### src/design/dsjf_defs.svh
// constants of the direction switch and jump frequency block
// assumes a 100 MHz clock; frequencies in 0.01 Hz, times as noted
`ifndef DSJF_DEFS_SVH
`define DSJF_DEFS_SVH

// parameter addresses, group in the upper byte, index in the lower
`define DSJF_ADDR_START_FREQ   16'h0101
`define DSJF_ADDR_START_HOLD   16'h0102
`define DSJF_ADDR_DEADZONE     16'h010D
`define DSJF_ADDR_SWITCH_MODE  16'h010E
`define DSJF_ADDR_STOP_SPEED   16'h010F
`define DSJF_ADDR_DETECT_SRC   16'h0110
`define DSJF_ADDR_DETECT_TIME  16'h0111
`define DSJF_ADDR_AVOID_P1     16'h0809
`define DSJF_ADDR_AVOID_W1     16'h080A
`define DSJF_ADDR_AVOID_P2     16'h080B
`define DSJF_ADDR_AVOID_W2     16'h080C
`define DSJF_ADDR_AVOID_P3     16'h080D
`define DSJF_ADDR_AVOID_W3     16'h080E
`define DSJF_ADDR_RUN_FREQ     16'h3000
`define DSJF_ADDR_SET_FREQ     16'h3001

// reset values
`define DSJF_RST_START_FREQ    16'h0032
`define DSJF_RST_START_HOLD    16'h0000
`define DSJF_RST_DEADZONE      16'h0000
`define DSJF_RST_SWITCH_MODE   16'h0001
`define DSJF_RST_STOP_SPEED    16'h0032
`define DSJF_RST_DETECT_SRC    16'h0000
`define DSJF_RST_DETECT_TIME   16'h0032
`define DSJF_RST_AVOID         16'h0000

// upper ends of the setting ranges
`define DSJF_MAX_START_FREQ    16'h1388
`define DSJF_MAX_START_HOLD    16'h01F4
`define DSJF_MAX_DEADZONE      16'h8CA0
`define DSJF_MAX_SWITCH_MODE   16'h0002
`define DSJF_MAX_STOP_SPEED    16'h2710
`define DSJF_MAX_DETECT_SRC    16'h0001
`define DSJF_MAX_DETECT_TIME   16'h2710

// timing: one tick is 0.01 s, a 0.1 s unit is ten ticks
`define DSJF_CLK_HZ            100000000
`define DSJF_TICK_US           10000
`define DSJF_TICK_CYCLES       (`DSJF_TICK_US * (`DSJF_CLK_HZ / 1000000))
`define DSJF_DECI_TICKS        20'h0000A

`endif

### src/design/dsjf_pkg.sv
// types of the direction switch and jump frequency block
// constants live in dsjf_defs.svh
package dsjf_pkg;

   typedef struct packed {
      logic [15:0] start_frequency;
      logic [15:0] start_hold_time;
      logic [15:0] reversal_deadzone_time;
      logic [15:0] reversal_switch_mode;
      logic [15:0] stop_speed;
      logic [15:0] stop_detect_source;
      logic [15:0] stop_detect_time;
      logic [15:0] avoid_point_one;
      logic [15:0] avoid_width_one;
      logic [15:0] avoid_point_two;
      logic [15:0] avoid_width_two;
      logic [15:0] avoid_point_three;
      logic [15:0] avoid_width_three;
   } dsjf_cfg_t;

   typedef struct packed {
      logic        wr;
      logic        rd;
      logic [15:0] addr;
      logic [15:0] wdata;
   } dsjf_prm_req_t;

   typedef enum logic [2:0] {
      DSJF_ST_IDLE,
      DSJF_ST_HOLD,
      DSJF_ST_RUN,
      DSJF_ST_STOP,
      DSJF_ST_DEC_SW,
      DSJF_ST_DETECT,
      DSJF_ST_BRAKE,
      DSJF_ST_DEAD
   } dsjf_state_t;

endpackage

### src/design/dsjf_band.sv
// one resonance band: moves a frequency inside the band to a band edge
// assumes center and width are already within the maximum output frequency
`timescale 1ns/100ps
module dsjf_band (
   input  wire logic [15:0] freq_in,
   input  wire logic [15:0] center,
   input  wire logic [15:0] width,
   input  wire logic        accel,
   input  wire logic [15:0] max_freq,
   output logic      [15:0] freq_out
);
   logic [15:0] half_w;
   logic [15:0] lo_edge;
   logic [16:0] hi_sum;
   logic [15:0] hi_edge;

   always_comb begin
      half_w  = {1'b0, width[15:1]};
      // saturate so a wide band near zero cannot wrap
      lo_edge = (center > half_w) ? (center - half_w) : 16'h0000;
      hi_sum  = {1'b0, center} + {1'b0, half_w};
      hi_edge = (hi_sum > {1'b0, max_freq}) ? max_freq : hi_sum[15:0];
      freq_out = freq_in;
      if (center != 16'h0000 && freq_in >= lo_edge && freq_in <= hi_edge) begin
         freq_out = accel ? lo_edge : hi_edge;
      end
   end
endmodule

### src/design/dsjf_top.sv
// direction switch sequencing, start frequency hold and resonance avoidance
// assumes synchronous inputs on clk and a power stage that follows out_freq
//
// Operation
// - mode 0 switches at stop speed point
// - mode 1 switches at starting frequency
// - modes 0/1 decelerate to switch point first
// - feedback below point: deadzone then reverse
// - else detection time, deadzone, then reverse
// - mode 2 decelerates like stop, braking optional
// - mode 2: stop speed or brake done, deadzone
// - deadzone time 0.0..3600.0 s, default 0
// - starting frequency 0..50 Hz, start output
// - hold starting frequency, then ramp up
// - set below starting frequency means standby
// - starting frequency ignores lower limit
// - stop detect by set or feedback speed
// - three bands, all zero disables avoidance
// - accelerating inside band runs at lower edge
// - decelerating inside band runs at upper edge
// - band values 0 up to maximum frequency
`timescale 1ns/100ps
`include "dsjf_defs.svh"
module dsjf_top #(
   parameter int          TICK_CYCLES = `DSJF_TICK_CYCLES,
   parameter logic [15:0] RAMP_STEP   = 16'h000A
) (
   input  wire logic                  clk,
   input  wire logic                  sys_rst,
   input  wire dsjf_pkg::dsjf_prm_req_t prm_req,
   output logic                       prm_ack,
   output logic                [15:0] prm_rdata,
   input  wire logic                  run_cmd,
   input  wire logic                  rev_cmd,
   input  wire logic           [15:0] set_freq,
   input  wire logic           [15:0] fb_freq,
   input  wire logic           [15:0] max_output_frequency,
   input  wire logic           [15:0] lower_limit_freq,
   input  wire logic                  brake_enable,
   input  wire logic                  dc_brake_done,
   output logic                [15:0] out_freq,
   output logic                       out_rev,
   output logic                       out_running,
   output logic                       brake_req,
   output logic                       standby
);
   import dsjf_pkg::*;

   dsjf_cfg_t   cfg_r;
   dsjf_cfg_t   cfg_nxt;
   logic [15:0] rdata_r;
   logic [15:0] rdata_nxt;
   logic        ack_r;
   logic        ack_nxt;

   dsjf_state_t st_r;
   dsjf_state_t st_nxt;
   logic [15:0] freq_r;
   logic [15:0] freq_nxt;
   logic        rev_r;
   logic        rev_nxt;
   logic        brake_r;
   logic        brake_nxt;
   logic [19:0] wait_r;
   logic [19:0] wait_nxt;
   logic [31:0] tick_cnt_r;
   logic [31:0] tick_cnt_nxt;
   logic        tick;

   logic [15:0] band1_f;
   logic [15:0] band2_f;
   logic [15:0] band3_f;
   logic        accel;
   logic [15:0] run_tgt;
   logic [15:0] sw_point;
   logic        in_range;
   logic        wait_done;

   function automatic logic [15:0] ramp(input logic [15:0] cur,
                                        input logic [15:0] tgt);
      logic [15:0] d;
      d = (cur < tgt) ? (tgt - cur) : (cur - tgt);
      if (d <= RAMP_STEP) begin
         ramp = tgt;
      end else if (cur < tgt) begin
         ramp = cur + RAMP_STEP;
      end else begin
         ramp = cur - RAMP_STEP;
      end
   endfunction

   // parameter writes: an out-of-range value is dropped, the old one stays
   always_comb begin
      cfg_nxt   = cfg_r;
      rdata_nxt = rdata_r;
      ack_nxt   = prm_req.wr | prm_req.rd;
      if (prm_req.wr) begin
         case (prm_req.addr)
            `DSJF_ADDR_START_FREQ: begin
               if (prm_req.wdata <= `DSJF_MAX_START_FREQ) begin
                  cfg_nxt.start_frequency = prm_req.wdata;
               end
            end
            `DSJF_ADDR_START_HOLD: begin
               if (prm_req.wdata <= `DSJF_MAX_START_HOLD) begin
                  cfg_nxt.start_hold_time = prm_req.wdata;
               end
            end
            `DSJF_ADDR_DEADZONE: begin
               if (prm_req.wdata <= `DSJF_MAX_DEADZONE) begin
                  cfg_nxt.reversal_deadzone_time = prm_req.wdata;
               end
            end
            `DSJF_ADDR_SWITCH_MODE: begin
               if (prm_req.wdata <= `DSJF_MAX_SWITCH_MODE) begin
                  cfg_nxt.reversal_switch_mode = prm_req.wdata;
               end
            end
            `DSJF_ADDR_STOP_SPEED: begin
               if (prm_req.wdata <= `DSJF_MAX_STOP_SPEED) begin
                  cfg_nxt.stop_speed = prm_req.wdata;
               end
            end
            `DSJF_ADDR_DETECT_SRC: begin
               if (prm_req.wdata <= `DSJF_MAX_DETECT_SRC) begin
                  cfg_nxt.stop_detect_source = prm_req.wdata;
               end
            end
            `DSJF_ADDR_DETECT_TIME: begin
               if (prm_req.wdata <= `DSJF_MAX_DETECT_TIME) begin
                  cfg_nxt.stop_detect_time = prm_req.wdata;
               end
            end
            `DSJF_ADDR_AVOID_P1: begin
               if (in_range) cfg_nxt.avoid_point_one = prm_req.wdata;
            end
            `DSJF_ADDR_AVOID_W1: begin
               if (in_range) cfg_nxt.avoid_width_one = prm_req.wdata;
            end
            `DSJF_ADDR_AVOID_P2: begin
               if (in_range) cfg_nxt.avoid_point_two = prm_req.wdata;
            end
            `DSJF_ADDR_AVOID_W2: begin
               if (in_range) cfg_nxt.avoid_width_two = prm_req.wdata;
            end
            `DSJF_ADDR_AVOID_P3: begin
               if (in_range) cfg_nxt.avoid_point_three = prm_req.wdata;
            end
            `DSJF_ADDR_AVOID_W3: begin
               if (in_range) cfg_nxt.avoid_width_three = prm_req.wdata;
            end
            default: begin
            end
         endcase
      end
      if (prm_req.rd) begin
         case (prm_req.addr)
            `DSJF_ADDR_START_FREQ:  rdata_nxt = cfg_r.start_frequency;
            `DSJF_ADDR_START_HOLD:  rdata_nxt = cfg_r.start_hold_time;
            `DSJF_ADDR_DEADZONE:    rdata_nxt = cfg_r.reversal_deadzone_time;
            `DSJF_ADDR_SWITCH_MODE: rdata_nxt = cfg_r.reversal_switch_mode;
            `DSJF_ADDR_STOP_SPEED:  rdata_nxt = cfg_r.stop_speed;
            `DSJF_ADDR_DETECT_SRC:  rdata_nxt = cfg_r.stop_detect_source;
            `DSJF_ADDR_DETECT_TIME: rdata_nxt = cfg_r.stop_detect_time;
            `DSJF_ADDR_AVOID_P1:    rdata_nxt = cfg_r.avoid_point_one;
            `DSJF_ADDR_AVOID_W1:    rdata_nxt = cfg_r.avoid_width_one;
            `DSJF_ADDR_AVOID_P2:    rdata_nxt = cfg_r.avoid_point_two;
            `DSJF_ADDR_AVOID_W2:    rdata_nxt = cfg_r.avoid_width_two;
            `DSJF_ADDR_AVOID_P3:    rdata_nxt = cfg_r.avoid_point_three;
            `DSJF_ADDR_AVOID_W3:    rdata_nxt = cfg_r.avoid_width_three;
            `DSJF_ADDR_RUN_FREQ:    rdata_nxt = freq_r;
            `DSJF_ADDR_SET_FREQ:    rdata_nxt = set_freq;
            default:                rdata_nxt = 16'h0000;
         endcase
      end
   end

   always_ff @(posedge clk) begin
      if (sys_rst) begin
         cfg_r.start_frequency        <= `DSJF_RST_START_FREQ;
         cfg_r.start_hold_time        <= `DSJF_RST_START_HOLD;
         cfg_r.reversal_deadzone_time <= `DSJF_RST_DEADZONE;
         cfg_r.reversal_switch_mode   <= `DSJF_RST_SWITCH_MODE;
         cfg_r.stop_speed             <= `DSJF_RST_STOP_SPEED;
         cfg_r.stop_detect_source     <= `DSJF_RST_DETECT_SRC;
         cfg_r.stop_detect_time       <= `DSJF_RST_DETECT_TIME;
         cfg_r.avoid_point_one        <= `DSJF_RST_AVOID;
         cfg_r.avoid_width_one        <= `DSJF_RST_AVOID;
         cfg_r.avoid_point_two        <= `DSJF_RST_AVOID;
         cfg_r.avoid_width_two        <= `DSJF_RST_AVOID;
         cfg_r.avoid_point_three      <= `DSJF_RST_AVOID;
         cfg_r.avoid_width_three      <= `DSJF_RST_AVOID;
         rdata_r                      <= 16'h0000;
         ack_r                        <= 1'b0;
      end else begin
         cfg_r   <= cfg_nxt;
         rdata_r <= rdata_nxt;
         ack_r   <= ack_nxt;
      end
   end

   assign in_range = (prm_req.wdata <= max_output_frequency);

   // band chain; a band with a zero point passes through, so all zero disables it
   assign accel = (set_freq > freq_r);

   dsjf_band u_band1 (
      .freq_in  (set_freq),
      .center   (cfg_r.avoid_point_one),
      .width    (cfg_r.avoid_width_one),
      .accel    (accel),
      .max_freq (max_output_frequency),
      .freq_out (band1_f)
   );

   dsjf_band u_band2 (
      .freq_in  (band1_f),
      .center   (cfg_r.avoid_point_two),
      .width    (cfg_r.avoid_width_two),
      .accel    (accel),
      .max_freq (max_output_frequency),
      .freq_out (band2_f)
   );

   dsjf_band u_band3 (
      .freq_in  (band2_f),
      .center   (cfg_r.avoid_point_three),
      .width    (cfg_r.avoid_width_three),
      .accel    (accel),
      .max_freq (max_output_frequency),
      .freq_out (band3_f)
   );

   always_comb begin
      run_tgt = band3_f;
      if (run_tgt < lower_limit_freq) begin
         run_tgt = lower_limit_freq;
      end
      if (run_tgt > max_output_frequency) begin
         run_tgt = max_output_frequency;
      end
      case (cfg_r.reversal_switch_mode[1:0])
         2'h1:    sw_point = cfg_r.start_frequency;
         default: sw_point = cfg_r.stop_speed;
      endcase
   end

   // 0.01 s tick; counts in ticks keep every wait in one small counter
   always_comb begin
      tick         = (tick_cnt_r == 32'(TICK_CYCLES - 1));
      tick_cnt_nxt = tick ? 32'h00000000 : tick_cnt_r + 32'h00000001;
   end

   assign wait_done = (wait_r == 20'h00000);

   always_comb begin
      st_nxt    = st_r;
      freq_nxt  = freq_r;
      rev_nxt   = rev_r;
      brake_nxt = 1'b0;
      wait_nxt  = (tick && !wait_done) ? wait_r - 20'h00001 : wait_r;
      case (st_r)
         DSJF_ST_IDLE: begin
            freq_nxt = 16'h0000;
            if (run_cmd && set_freq >= cfg_r.start_frequency) begin
               freq_nxt = cfg_r.start_frequency;
               rev_nxt  = rev_cmd;
               wait_nxt = 20'(cfg_r.start_hold_time) * `DSJF_DECI_TICKS;
               st_nxt   = DSJF_ST_HOLD;
            end
         end
         DSJF_ST_HOLD: begin
            if (!run_cmd) begin
               st_nxt = DSJF_ST_STOP;
            end else if (wait_done) begin
               st_nxt = DSJF_ST_RUN;
            end
         end
         DSJF_ST_RUN: begin
            if (!run_cmd) begin
               st_nxt = DSJF_ST_STOP;
            end else if (set_freq < cfg_r.start_frequency) begin
               freq_nxt = 16'h0000;
               st_nxt   = DSJF_ST_IDLE;
            end else if (rev_cmd != rev_r) begin
               st_nxt = DSJF_ST_DEC_SW;
            end else if (tick) begin
               freq_nxt = ramp(freq_r, run_tgt);
            end
         end
         DSJF_ST_STOP: begin
            if (tick) begin
               freq_nxt = ramp(freq_r, 16'h0000);
            end
            if (freq_r == 16'h0000) begin
               st_nxt = DSJF_ST_IDLE;
            end
         end
         DSJF_ST_DEC_SW: begin
            if (!run_cmd) begin
               st_nxt = DSJF_ST_STOP;
            end else if (freq_r > sw_point) begin
               if (tick) begin
                  freq_nxt = ramp(freq_r, sw_point);
               end
            end else if (cfg_r.reversal_switch_mode[1]) begin
               if (brake_enable) begin
                  st_nxt = DSJF_ST_BRAKE;
               end else begin
                  wait_nxt = 20'(cfg_r.reversal_deadzone_time) * `DSJF_DECI_TICKS;
                  st_nxt   = DSJF_ST_DEAD;
               end
            end else if (cfg_r.stop_detect_source[0] && fb_freq < sw_point) begin
               wait_nxt = 20'(cfg_r.reversal_deadzone_time) * `DSJF_DECI_TICKS;
               st_nxt   = DSJF_ST_DEAD;
            end else begin
               wait_nxt = 20'(cfg_r.stop_detect_time);
               st_nxt   = DSJF_ST_DETECT;
            end
         end
         DSJF_ST_DETECT: begin
            if (!run_cmd) begin
               st_nxt = DSJF_ST_STOP;
            end else if (wait_done) begin
               wait_nxt = 20'(cfg_r.reversal_deadzone_time) * `DSJF_DECI_TICKS;
               st_nxt   = DSJF_ST_DEAD;
            end
         end
         DSJF_ST_BRAKE: begin
            brake_nxt = 1'b1;
            freq_nxt  = 16'h0000;
            if (!run_cmd) begin
               brake_nxt = 1'b0;
               st_nxt    = DSJF_ST_IDLE;
            end else if (dc_brake_done) begin
               brake_nxt = 1'b0;
               wait_nxt  = 20'(cfg_r.reversal_deadzone_time) * `DSJF_DECI_TICKS;
               st_nxt    = DSJF_ST_DEAD;
            end
         end
         DSJF_ST_DEAD: begin
            if (!run_cmd) begin
               st_nxt = DSJF_ST_STOP;
            end else if (wait_done) begin
               rev_nxt = rev_cmd;
               st_nxt  = DSJF_ST_RUN;
            end
         end
         default: begin
            st_nxt = DSJF_ST_IDLE;
         end
      endcase
   end

   always_ff @(posedge clk) begin
      if (sys_rst) begin
         st_r       <= DSJF_ST_IDLE;
         freq_r     <= 16'h0000;
         rev_r      <= 1'b0;
         brake_r    <= 1'b0;
         wait_r     <= 20'h00000;
         tick_cnt_r <= 32'h00000000;
      end else begin
         st_r       <= st_nxt;
         freq_r     <= freq_nxt;
         rev_r      <= rev_nxt;
         brake_r    <= brake_nxt;
         wait_r     <= wait_nxt;
         tick_cnt_r <= tick_cnt_nxt;
      end
   end

   assign prm_ack     = ack_r;
   assign prm_rdata   = rdata_r;
   assign out_freq    = freq_r;
   assign out_rev     = rev_r;
   assign brake_req   = brake_r;
   assign out_running = (st_r != DSJF_ST_IDLE);
   assign standby     = (st_r == DSJF_ST_IDLE);
endmodule

### config.mk
export PLATFORM = sky130hd
export DESIGN_NAME = dsjf_top
export DESIGN_NICKNAME = d
export VERILOG_FILES = /design/src/design/dsjf_pkg.sv /design/src/design/dsjf_band.sv /design/src/design/dsjf_top.sv
export VERILOG_INCLUDE_DIRS = /design/src /design/src/design
export SDC_FILE = /design/constraint.sdc
export NUM_CORES = 2
export LEC_CHECK = 0
export ABC_AREA = 1
export BUFFER_PORTS_ARGS = -buffer_cell sky130_fd_sc_hd__buf_2
export CAP_MARGIN = 20
export CORE_MARGIN = 1
export CORE_UTILIZATION = 56
export CTS_CLUSTER_DIAMETER = 150
export DETAILED_ROUTE_END_ITERATION = 7
export PLACE_DENSITY = 0.74
export SKIP_LAST_GASP = 1
export SLEW_MARGIN = 30
export SYNTH_ARGS = -nofsm -noshare
export SYNTH_HDL_FRONTEND = slang
export SYNTH_SLANG_ARGS = --single-unit
### constraint.sdc
create_clock -name clk -period 19.45 [get_ports clk]
set_input_delay 0.9725 -clock clk [delete_from_list [all_inputs] [get_ports clk]]
set_output_delay 0.9725 -clock clk [all_outputs]
set_load 0.03 [all_outputs]
==> summary.txt <==
STA
  – Tightest Pin Transition: between 1 and 1.5 ns
  – Max Slew Vio Count: 0
  – Final setup TNS: 0 ns
  – Clk_skew: 0.02324 ns
  – Max Fclk: 0.05595 GHz
  – Crit share post-route: 91.89%
  – Worst Hold Slack: 0.4437 ns
  – Hold violation count in the final report: 0
  – Slew headroom: 29.06%
  – Final min period: 17.87 ns
  – Unrepaired setup endpoints after global routing: false
  – Final setup viols: 0

Worst setup path
  – Startpoint Class: flip-flop
  – R2R Setup Slk: 1.58 ns
  – Crit path kind: flip-flop to flip-flop
  – Crit Reg-Reg Endpoint: out_freq[8]$_SDFFE_PP0P_
  – Worst Path Arrival: 18.31 ns
  – CP Capture Type: flip-flop
  – Worst path required time: 19.89 ns
  – CP max-delay cell: or4_1
  – CP peak stage delay: 0.52 ns
  – Most common cell on crit path: nand2_1
  – Cells on worst reg2reg path: 112
  – Worst R2R Start: cfg_r[66]$_SDFFE_PP0P_
  – Critical-path maximum fanout: 39

Routing
  – DR WL met3: 15.80 mm
  – DR vias: 35273
  – DR pass1 iterations: 6
  – Final ANT Viol Nets: 0
  – DRT Wirelength: 125.2 mm
  – Routed WL per cell: 22.04 um
  – M1 WL: 51.87 mm
  – Uppermost layer routed: met4
  – WL met2: 50.57 mm
  – # DRC: 0
  – Vias per inst: 6.208
  – Initial drt markers: 4349

Placed design
  – RD Place Congestion: 1.048
  – Port bufs: 140
  – Detailed placement HPWL: slightly below 100 mm
  – Post-DP Area: 0.03313 mm2

Synth
  – Synth Register Bits: 298
  – Synthesized area: 0.03184 mm2
  – Top FF cell, synth: dfxtp_1
  – Sequential element share of the synthesized area: 18.73%
  – Post-synth cell types: between 60 and 70
  – EDFF count, synth: 0
  – Cells after Synth: 4849
  – Yosys warns: 0
  – Fraction of registers with async set/reset: 0%
  – Post-synth net total: ~5400
  – Synth Area per Inst: roughly 6.6 um2

GRT
  – GRT Resource Usage Total: 42.03%
  – Initial antenna violation count: 0
  – Total grt overflow: 0
  – Vias in the first global route: 31177
  – Largest net degree at the start of global routing: 98
  – First-pass GRT wire length: 185.3 mm

Floorplanning
  – Cell row count: 87
  – Starting Density: 56.58%
  – Die area: roughly 0.058 mm2
  – DIE WIDTH: 240.5 um
  – Placeable Area: 0.05628 mm2
  – Ports: 141
  – DIE HEIGHT: around 240 um

Clock network
  – CTS tree: yes
  – Clock slew at reported path FFs: 0.06 ns
  – Clock Latency Late Sink: 0.57 ns
  – Num CTS Buffers: 38
  – Root cell of the clock tree: clkbuf_16
  – Max Root-Sink Buffers: 3
  – Clk sinks: 298
  – H-tree depth: 2

Power and ir drop
  – Total power: 2.101 mW
  – P per Cell Area: ~60 mW/mm2
  – IR Drop Worst-Case VDD: 0.07054 mV
  – Total leakage power: 15.97 nW

Min path
  – Hold Path Sink: tick_cnt_r[0]$_SDFF_PP0_
  – Min-delay src: tick_cnt_r[0]$_SDFF_PP0_
  – HP Class: flip-flop to flip-flop
  – WHS Path Cells: 1

Layout
  – # diodes: 0
  – Area grow syn2layout: 8.758%
  – Layout Nets: 5463
  – Fraction of layout cells with a size suffix above 1: 7.247%
  – Final instance area: about 0.035 mm2

Outcome
  – Status: finished, final reports clean

Run
  – Max Cap Violations: 0
metrics by stage:
stage	std cells	worst slack, ns	util (%)
2_1_floorplan	4849	4.105	-
3_3_place_gp	5598	0.6257	58.82
3_5_place_dp	5600	-0.04210	58.86
4_1_cts	5669	0.1150	61.23
5_1_grt	5682	0.03955	61.54
6_report	5682	1.577	61.54
metal layers:
metal,GRT usage (%),up-vias
met1,57.43,16056
met3,10.57,394
met4,21.29,0
met2,60.59,2041
met5,0,-
li1,-,16782
critical path: cells and delay by family, from the launching register on:
| kind | cells | cell delay [ns] |
|---|---|---|
| compound gates | 40 | 6.51 |
| buf+inv | 13 | 1.77 |
| fa+ha+maj | 9 | 2.64 |
| simple gates | 49 | 6.14 |
| xor+xnor | 1 | 0.22 |
| flops | 1 | 0.36 |
worst max path at each step:
| stage | from | end | cells past startpoint |
|---|---|---|---|
| floorplan | cfg_r[66]$_SDFFE_PP0P_ | out_freq[2]$_SDFFE_PP0P_ | 116 |
| global placement | cfg_r[66]$_SDFFE_PP0P_ | out_freq[8]$_SDFFE_PP0P_ | 108 |
| detailed placement | cfg_r[66]$_SDFFE_PP0P_ | out_freq[8]$_SDFFE_PP0P_ | 108 |
| CTS | cfg_r[66]$_SDFFE_PP0P_ | out_freq[2]$_SDFFE_PP0P_ | 109 |
| global route | cfg_r[66]$_SDFFE_PP0P_ | out_freq[10]$_SDFFE_PP0P_ | 113 |
| finish | cfg_r[66]$_SDFFE_PP0P_ | out_freq[8]$_SDFFE_PP0P_ | 112 |
Yosys cell counts (7+ instances only):
master     count  area, um2
nand2_1      821       3082
o21ai_0      365       1827
a221oi_1      41      359.1
xor2_1       117       1025
o31ai_1       12      90.09
nand4_1       68      425.4
o211ai_1      58      435.4
o21a_1        12      90.09
o21ai_1       15      75.07
clkinv_1      10      37.54
nand2_2       18      112.6
o221ai_1      27      236.5
nor4_1        40      250.2
clkbuf_1     169      634.4
buf_2         16      80.08
nand3_2       15      150.1
a211oi_1      93      698.2
fa_1          12      240.2
nor3b_1       11      82.58
o2111ai_1      7      61.31
o22ai_1       89      556.8
a311oi_1      10      87.58
a21oi_1      485       2427
ha_1         450       5630
inv_2          7      26.28
a21o_1        12      90.09
nor2_1       437       1640
o21bai_1      34      255.2
inv_1        653       2451
a31oi_1       24      150.1
nor3_1       118      590.6
xnor2_1       23      201.4
or2_2         10      62.56
o41ai_1       18      157.7
dfxtp_1      298       5966
nand3_1      175      875.8
mux2i_1        7      70.07
placed cells by master (no fill, tap or decap), drive strengths merged, types with 119 or more instances in the layout:
cell   instances
a21oi        491
buf          200
dfxtp        298
ha           450
inv          658
nand2        843
nand3        190
nor2         437
nor3         119
o21ai        382
area by class of cell:
cell class	count	area [um2]
well taps	756	945.9
repair buffers	200	1161
repair inverters	2	10.01
multi-input cells	3687	22690
inverters	670	2535
fillers	5427	21640
flip-flops and latches	298	5966
clock buffers	52	1115
clock inverters	17	212.7
logic make-up (layout without fill, tap and decap cells):
logic type | count (synthesis) | count (layout) | share of synthesized area, %
xor gates and xnor gates | 140 | 140 | 3.851
AOI/OAI and AO/OA | 1339 | 1339 | 24.93
and+or+nand+nor | 1739 | 1739 | 23.47
muxes | 7 | 7 | 0.2200
adders and majority gates | 462 | 462 | 18.44
DFF | 298 | 298 | 18.73
buffers and inverters | 864 | 941 | 10.36
registers in the layout, indices dropped and copies added, names as in the netlist:
signal      flops
out_freq       16
prm_rdata      16
prm_ack         1
st_r            3
cfg_r         208
brake_req       1
out_rev         1
tick_cnt_r     32
wait_r         20
where the power goes:
group	internal (mW)	switching, mW
sequential	0.625	0.0196
clock	0.458	0.308
combinational	0.223	0.468
repair_timing:
item                                    CTS  global route
gates cloned                              0             2
buffers inserted                          0            11
resized for setup                         2            22
pin swaps                                 0             2
endpoints found under the setup margin    8            16
hold endpoints to repair                  0             0
hold buffers                              0             0
Power figures use the tool's default switching activity.
